## src/rtsc_pkg.sv

```systemverilog
package rtsc_pkg;

  // Register map (byte addresses)
  localparam logic [7:0] REG_CONTROL_ADDR   = 8'h00;
  localparam logic [7:0] REG_READY_ADDR     = 8'h04;

  // Field positions in ref_temp_control
  localparam int BIT_REF_ENABLE     = 7;
  localparam int BIT_READY_FLAG     = 6;
  localparam int BIT_TEMP_ENABLE    = 5;
  localparam int BIT_TEMP_RANGE     = 4;
  localparam int BIT_CMP_GAIN_HI    = 3;
  localparam int BIT_CMP_GAIN_LO    = 2;
  localparam int BIT_CONV_GAIN_HI   = 1;
  localparam int BIT_CONV_GAIN_LO   = 0;

  // Reset value of the control register
  localparam logic [7:0] CONTROL_RESET = 8'h00;

  // Gain field codes
  localparam logic [1:0] GAIN_CODE_OFF = 2'h0;
  localparam logic [1:0] GAIN_CODE_1X  = 2'h1;
  localparam logic [1:0] GAIN_CODE_2X  = 2'h2;
  localparam logic [1:0] GAIN_CODE_4X  = 2'h3;

  // Temperature sensor channel number on the converter mux
  localparam logic [2:0] TEMP_CHANNEL = 3'h5;

  // Reference settling time before ready, in ns, and derived cycle count
  localparam int CLK_PERIOD_NS   = 10;
  localparam int REF_SETTLE_NS   = 25000;
  localparam int REF_SETTLE_CYC  = (REF_SETTLE_NS + CLK_PERIOD_NS - 1) / CLK_PERIOD_NS;

  // Decoded buffer gain: on flag plus one-hot x1/x2/x4 select, all clear when off
  typedef struct packed {
    logic on;
    logic x1;
    logic x2;
    logic x4;
  } rtsc_gain_t;

  // Analog control outputs grouped
  typedef struct packed {
    logic       ref_power;
    logic       temp_power;
    logic       temp_high_range;
    rtsc_gain_t cmp_gain;
    rtsc_gain_t conv_gain;
  } rtsc_analog_t;

  // Ready tracker states
  typedef enum logic [2:0] {
    ST_OFF    = 3'b001,
    ST_SETTLE = 3'b010,
    ST_READY  = 3'b100
  } rtsc_state_t;

endpackage

```

## src/rtsc_ctrl.sv

```systemverilog
// The implementer's own choices: the register addresses and the Wishbone interface to the registers.
`timescale 1ns/1ns
module rtsc_ctrl
  import rtsc_pkg::*;
#(
  parameter bit STD_VOLTAGE_VARIANT = 1'b0
) (
  // Clock and reset
  input  wire logic         clk_i,
  input  wire logic         rst_i,
  // Wishbone slave
  input  wire logic         wb_cyc_i,
  input  wire logic         wb_stb_i,
  input  wire logic         wb_we_i,
  input  wire logic [7:0]   wb_adr_i,
  input  wire logic [31:0]  wb_dat_i,
  input  wire logic [3:0]   wb_sel_i,
  output logic      [31:0]  wb_dat_o,
  output logic              wb_ack_o,
  output logic              wb_err_o,
  // Analog side
  input  wire logic         ref_good_i,
  output rtsc_analog_t      analog_o,
  output logic              temp_channel_valid_o,
  output logic      [2:0]   temp_channel_o
);

  logic [7:0]   ctrl;
  logic [7:0]   next_ctrl;
  logic         ack;
  logic         next_ack;
  logic         err;
  logic         next_err;
  logic [31:0]  rdata;
  logic [31:0]  next_rdata;
  rtsc_state_t  state;
  rtsc_state_t  next_state;
  logic [15:0]  settle_cnt;
  logic [15:0]  next_settle_cnt;
  logic         ready_flag;
  rtsc_analog_t next_analog;
  rtsc_analog_t analog;

  // Gain field decoder shared by both buffers
  function automatic rtsc_gain_t decode_gain(input logic [1:0] code);
    rtsc_gain_t g;
    g = '0;
    unique case (code)
      GAIN_CODE_4X:  g.x4 = 1'b1;
      GAIN_CODE_2X:  g.x2 = 1'b1;
      GAIN_CODE_1X:  g.x1 = 1'b1;
      GAIN_CODE_OFF: g    = '0;
    endcase
    g.on = (code != GAIN_CODE_OFF);
    return g;
  endfunction

  // Ready flag: variant forces 1, else tracker state
  always_comb begin
    ready_flag = STD_VOLTAGE_VARIANT ? 1'b1 : (state == ST_READY);
  end

  // Bus slave; single-cycle ack, ack drops the cycle after it was given
  always_comb begin
    next_ctrl  = ctrl;
    next_ack   = 1'b0;
    next_err   = 1'b0;
    next_rdata = rdata;
    if (wb_cyc_i && wb_stb_i && !ack && !err) begin
      if (wb_adr_i == REG_CONTROL_ADDR) begin
        next_ack = 1'b1;
        if (wb_we_i && wb_sel_i[0]) begin
          // Ready bit kept out of storage so a write cannot fake it
          next_ctrl = wb_dat_i[7:0] & ~(8'h01 << BIT_READY_FLAG);
        end
        next_rdata = {24'h000000, ctrl[7], ready_flag, ctrl[5:0]};
      end else if (wb_adr_i == REG_READY_ADDR) begin
        next_ack   = 1'b1;
        next_rdata = {31'h00000000, ready_flag};
      end else begin
        next_err   = 1'b1;
        next_rdata = 32'h00000000;
      end
    end
  end

  // Reference settling tracker
  always_comb begin
    next_state      = state;
    next_settle_cnt = settle_cnt;
    unique case (state)
      ST_OFF: begin
        next_settle_cnt = 16'h0000;
        if (ctrl[BIT_REF_ENABLE]) begin
          next_state = ST_SETTLE;
        end
      end
      ST_SETTLE: begin
        if (!ctrl[BIT_REF_ENABLE]) begin
          next_state = ST_OFF;
        end else if (settle_cnt >= 16'(REF_SETTLE_CYC - 1) && ref_good_i) begin
          next_state = ST_READY;
        end else if (settle_cnt < 16'(REF_SETTLE_CYC - 1)) begin
          next_settle_cnt = settle_cnt + 16'h0001;
        end
      end
      ST_READY: begin
        if (!ctrl[BIT_REF_ENABLE] || !ref_good_i) begin
          next_state = ST_OFF;
        end
      end
      default: next_state = ST_OFF;
    endcase
  end

  // Analog controls; buffers are gated by the enable as well, since software
  // may forget to clear the gains when it turns the reference off
  always_comb begin
    next_analog                 = '0;
    next_analog.ref_power       = ctrl[BIT_REF_ENABLE];
    next_analog.temp_power      = ctrl[BIT_TEMP_ENABLE];
    next_analog.temp_high_range = ctrl[BIT_TEMP_RANGE];
    next_analog.cmp_gain  = decode_gain(ctrl[BIT_CMP_GAIN_HI:BIT_CMP_GAIN_LO]);
    next_analog.conv_gain = decode_gain(ctrl[BIT_CONV_GAIN_HI:BIT_CONV_GAIN_LO]);
    if (!ctrl[BIT_REF_ENABLE]) begin
      next_analog.cmp_gain  = '0;
      next_analog.conv_gain = '0;
    end
  end

  // Bus registers; ack and err restart low so no answer is pending after reset
  always_ff @(posedge clk_i) begin
    if (rst_i) begin
      ctrl  <= CONTROL_RESET;
      ack   <= 1'b0;
      err   <= 1'b0;
      rdata <= 32'h00000000;
    end else begin
      ctrl  <= next_ctrl;
      ack   <= next_ack;
      err   <= next_err;
      rdata <= next_rdata;
    end
  end

  // Tracker registers; reset drops ready on the normal part until the reference settles again (the standard-voltage variant keeps it at 1)
  always_ff @(posedge clk_i) begin
    if (rst_i) begin
      state      <= ST_OFF;
      settle_cnt <= 16'h0000;
    end else begin
      state      <= next_state;
      settle_cnt <= next_settle_cnt;
    end
  end

  // Analog control register; one cycle behind ctrl so the controls never glitch
  always_ff @(posedge clk_i) begin
    if (rst_i) begin
      analog <= '0;
    end else begin
      analog <= next_analog;
    end
  end

  // Outputs
  assign wb_ack_o             = ack;
  assign wb_err_o             = err;
  assign wb_dat_o             = rdata;
  assign analog_o             = analog;
  assign temp_channel_o       = TEMP_CHANNEL;
  assign temp_channel_valid_o = analog.temp_power;
endmodule

```

## config.mk

```make
export PLATFORM = sky130hd
export DESIGN_NAME = rtsc_ctrl
export DESIGN_NICKNAME = d
export VERILOG_FILES = /design/src/rtsc_pkg.sv /design/src/rtsc_ctrl.sv
export SDC_FILE = /design/constraint.sdc
export NUM_CORES = 1
export LEC_CHECK = 0
export ABC_AREA = 1
export BUFFER_PORTS_ARGS = -buffer_cell sky130_fd_sc_hd__buf_2
export CORE_ASPECT_RATIO = 1.5
export CORE_MARGIN = 2
export CORE_UTILIZATION = 30
export CTS_CLUSTER_SIZE = 12
export DETAILED_ROUTE_END_ITERATION = 7
export GPL_ROUTABILITY_DRIVEN = 0
export SLEW_MARGIN = 20
export SYNTH_ARGS = -nofsm -noshare
export SYNTH_HDL_FRONTEND = slang
export SYNTH_SLANG_ARGS = --single-unit
```

## constraint.sdc

```tcl
create_clock -name clk_i -period 1.6 [get_ports clk_i]
set_input_delay 0.16 -clock clk_i [delete_from_list [all_inputs] [get_ports clk_i]]
set_output_delay 0.16 -clock clk_i [all_outputs]
set_load 0.05 [all_outputs]
```

==> results.json <==
{
  "status": "complete, no violations",
  "max-slew-margin-rel": 0.6615,
  "groute.usage.overall": 0.1223,
  "fp.coreArea_um2": 7661,
  "post-cts-setup-buffer-count": 0,
  "setup_slack_placement_ps": 118.6,
  "cp_data_arrival_time_ps": 1650,
  "grt_start_max_net_pins": 20,
  "synth_cells": 327,
  "detailedPlacementHpwl_um": 4017,
  "htree_levels": 2,
  "drive_gt1_frac": 0.2362,
  "cp-end-kind": "register",
  "max_capacitance_violation_count": 0,
  "leakage_nw": 1.273,
  "drtAntennaViolNets": 0,
  "cts_root_cell": "sky130_fd_sc_hd__clkbuf_16",
  "power_density_nw_per_um2": 865.3,
  "clock_path_buffers": 2,
  "clock_insertion_delay_worst_skew_ps": 280,
  "die_outline_height_um": 113.3,
  "antenna_cells_inserted": 0,
  "fin_skew_ps": 4.326,
  "chipWidth_um": 76.86,
  "cts_hold_repair.buffers": 0,
  "synth_seq_cells": 47,
  "synth-seq-area-share": 0.3939,
  "clkTransAtPathRegs_ps": 60,
  "vias_per_cell": 4.379,
  "drcViolationCount": 0,
  "detail_route.wl_per_cell_um": 10.93,
  "tightestPinTransition_ps": 504.7,
  "clock_tree_from_tritoncts": "done",
  "antenna_found_initial": 0,
  "finalSetupViolCount": 0,
  "hold_class": "in -> reg",
  "power_mw": 2.429,
  "postRouteWirelength_um": 5280,
  "post_synth.cell_area_avg_um2": 7.304,
  "worst_ep_required_time_ps": 1820,
  "max-vdd-ir-drop_mv": 0.5652,
  "finalWorstSetupSlack_ps": 168.3,
  "first_drt_pass_iteration_count": 4,
  "first_global_vias": 1996,
  "design.die.area_um2": 8707,
  "timing_max_transition_violations_final": 0,
  "drt_iter0_drc": 88,
  "unrepaired_setup_endpoints_after_global_routing": "no",
  "grt_first_pass_wirelength_um": 8756,
  "area_growth_syn_to_fin_pct": 17.55,
  "synth_area_um2": 2389,
  "port-buffer-count": 43,
  "core_occupancy_in_the_finished_layout": 0.3665,
  "final_hold_viol_count": 0,
  "critical_path_peak_fanout": 10,
  "regArea_um2": 940.9,
  "route.vias.total": 2115,
  "fin_tns_setup_ps": 0,
  "multi_input_comb_area_um2": 1132,
  "clkSinkCount": 47,
  "startpoint_type": "register",
  "numCtsBuffers": 5,
  "synth-warning-count": 0,
  "period_share": 0.8948,
  "rows": 39,
  "grt_overflow": 0,
  "finalNetCount": 432,
  "final_min_period_ps": 1432,
  "initial_core_util": 0.3118,
  "nFillCells": 809,
  "worstSetupPathType": "reg -> reg",
  "cts-resized-gates": 0,
  "synth.distinct_cells": 29,
  "io-pin-count": 99,
  "clock.fmax_ghz": 0.6985
}
[worst max-delay path: stages, from the launching register on]
cell and delay [ps]:
sky130_fd_sc_hd__dfxtp_1 330, sky130_fd_sc_hd__ha_1 190, sky130_fd_sc_hd__nand3b_1 160, sky130_fd_sc_hd__nand3_1 90, sky130_fd_sc_hd__nand2_2 80, sky130_fd_sc_hd__nand2_4 90
sky130_fd_sc_hd__buf_4 180, sky130_fd_sc_hd__nand3_1 110, sky130_fd_sc_hd__a21oi_2 140
[final cells by class]
cell class | count | share of cell area
inverters | 29 | 0.03877
clock inverters | 1 | 0.003119
flip-flops and latches | 47 | 0.3351
well taps | 102 | 0.04545
multi-input cells | 237 | 0.4033
clock buffers | 6 | 0.04947
repair buffers | 61 | 0.1248
[where the power goes]
part	switching [mW]	internal (mW)
combinational	0.184	0.0299
sequential	0.000556	1.17
clock	0.425	0.618
[final timing paths]
kind / start / end / slack (ps) / depth (start not counted)
setup reg to reg: settle_cnt[1]$_SDFFE_PP0P_ / settle_cnt[4]$_SDFFE_PP0P_ / 170 / 8
hold / removal: wb_dat_i[2] / ctrl[2]$_SDFFE_PP0P_ / 100 / 3
setup / recovery: settle_cnt[1]$_SDFFE_PP0P_ / settle_cnt[4]$_SDFFE_PP0P_ / 170 / 8
hold reg to reg: ctrl[0]$_SDFFE_PP0P_ / analog_o[1]$_SDFF_PP0_ / 430 / 1
[layout by cell type, fill, tap and decap left out, types with 2 or more instances in the layout]
cell type and instances:
sky130_fd_sc_hd__nand2_1 59, sky130_fd_sc_hd__nor2_1 56, sky130_fd_sc_hd__dfxtp_1 47, sky130_fd_sc_hd__buf_2 43, sky130_fd_sc_hd__nand3_1 32, sky130_fd_sc_hd__inv_1 27
sky130_fd_sc_hd__conb_1 27, sky130_fd_sc_hd__buf_4 18, sky130_fd_sc_hd__nor3_1 11, sky130_fd_sc_hd__a21oi_1 11, sky130_fd_sc_hd__a21oi_2 8, sky130_fd_sc_hd__nand2_2 7
sky130_fd_sc_hd__clkbuf_16 5, sky130_fd_sc_hd__nand4_1 4, sky130_fd_sc_hd__o21ai_0 3, sky130_fd_sc_hd__clkinv_1 2, sky130_fd_sc_hd__nand3b_1 2, sky130_fd_sc_hd__nor2_2 2
sky130_fd_sc_hd__nand2_4 2, sky130_fd_sc_hd__o21bai_1 2, sky130_fd_sc_hd__o31ai_1 2, sky130_fd_sc_hd__o211ai_1 2, sky130_fd_sc_hd__xor2_1 2
[cell usage after synthesis]
master	instances	area, um^2
sky130_fd_sc_hd__nand2_4	3	33.78
sky130_fd_sc_hd__o21ai_0	3	15.01
sky130_fd_sc_hd__a21oi_1	11	55.05
sky130_fd_sc_hd__nor3_1	11	55.05
sky130_fd_sc_hd__nand3b_1	2	15.01
sky130_fd_sc_hd__clkbuf_1	2	7.510
sky130_fd_sc_hd__buf_2	3	15.01
sky130_fd_sc_hd__buf_6	5	56.30
sky130_fd_sc_hd__xor2_1	2	17.52
sky130_fd_sc_hd__o31ai_1	2	15.01
sky130_fd_sc_hd__a21oi_2	8	70.07
sky130_fd_sc_hd__dfxtp_1	47	940.9
sky130_fd_sc_hd__o211ai_1	2	15.01
sky130_fd_sc_hd__nand2_1	59	221.5
sky130_fd_sc_hd__conb_1	2	7.510
sky130_fd_sc_hd__nor2_2	2	12.51
sky130_fd_sc_hd__inv_1	27	101.4
sky130_fd_sc_hd__ha_1	1	12.51
sky130_fd_sc_hd__nor2_1	56	210.2
sky130_fd_sc_hd__nand4_2	1	12.51
sky130_fd_sc_hd__clkinv_1	2	7.510
sky130_fd_sc_hd__nand3_1	32	160.2
sky130_fd_sc_hd__nand2_2	7	43.79
sky130_fd_sc_hd__buf_4	28	210.2
sky130_fd_sc_hd__nor3b_1	1	7.510
sky130_fd_sc_hd__buf_12	1	20.02
sky130_fd_sc_hd__nand4_1	4	25.02
sky130_fd_sc_hd__nand3_2	1	10.01
sky130_fd_sc_hd__o21bai_1	2	15.01
[metal layers]
| metal | share of wire | track usage | vias up |
|---|---|---|---|
| met4 | 0.012 | 0.04121 | 0 |
| met5 | 0 | 0 | - |
| met3 | 0.060 | 0.03270 | 8 |
| met1 | 0.39 | 0.1254 | 958 |
| li1 | - | - | 1089 |
| met2 | 0.54 | 0.2357 | 60 |
[cells by family (layout without fill, tap and decap cells)]
family / after synthesis / count (layout) / synth area share
xor gates and xnor gates: 2 / 2 / 0.007335
adders and majority gates: 1 / 1 / 0.005238
AOI/OAI and AO/OA: 28 / 28 / 0.07752
buffers and inverters: 68 / 97 / 0.1750
other: 2 / 27 / 0.003144
and+or+nand+nor: 179 / 179 / 0.3379
DFF: 47 / 47 / 0.3939
[flip-flops by register name (all words and copies together) (netlist names)]
register	count
state	3
wb_dat_o	8
wb_err_o	1
temp_channel_valid_o	1
ctrl	7
settle_cnt	16
analog_o	10
wb_ack_o	1
[stage by stage]
step | hold WS (ps) | cell area, um^2 | std cells
3_3_place_gp | 382.9 | 2651 | 476
6_report | 98.14 | 2808 | 483
2_1_floorplan | 246.8 | 2482 | 352
3_5_place_dp | 390.4 | 2651 | 476
5_1_grt | 112.8 | 2808 | 483
4_1_cts | 97.75 | 2799 | 483
(Power assumes the default switching activity.)
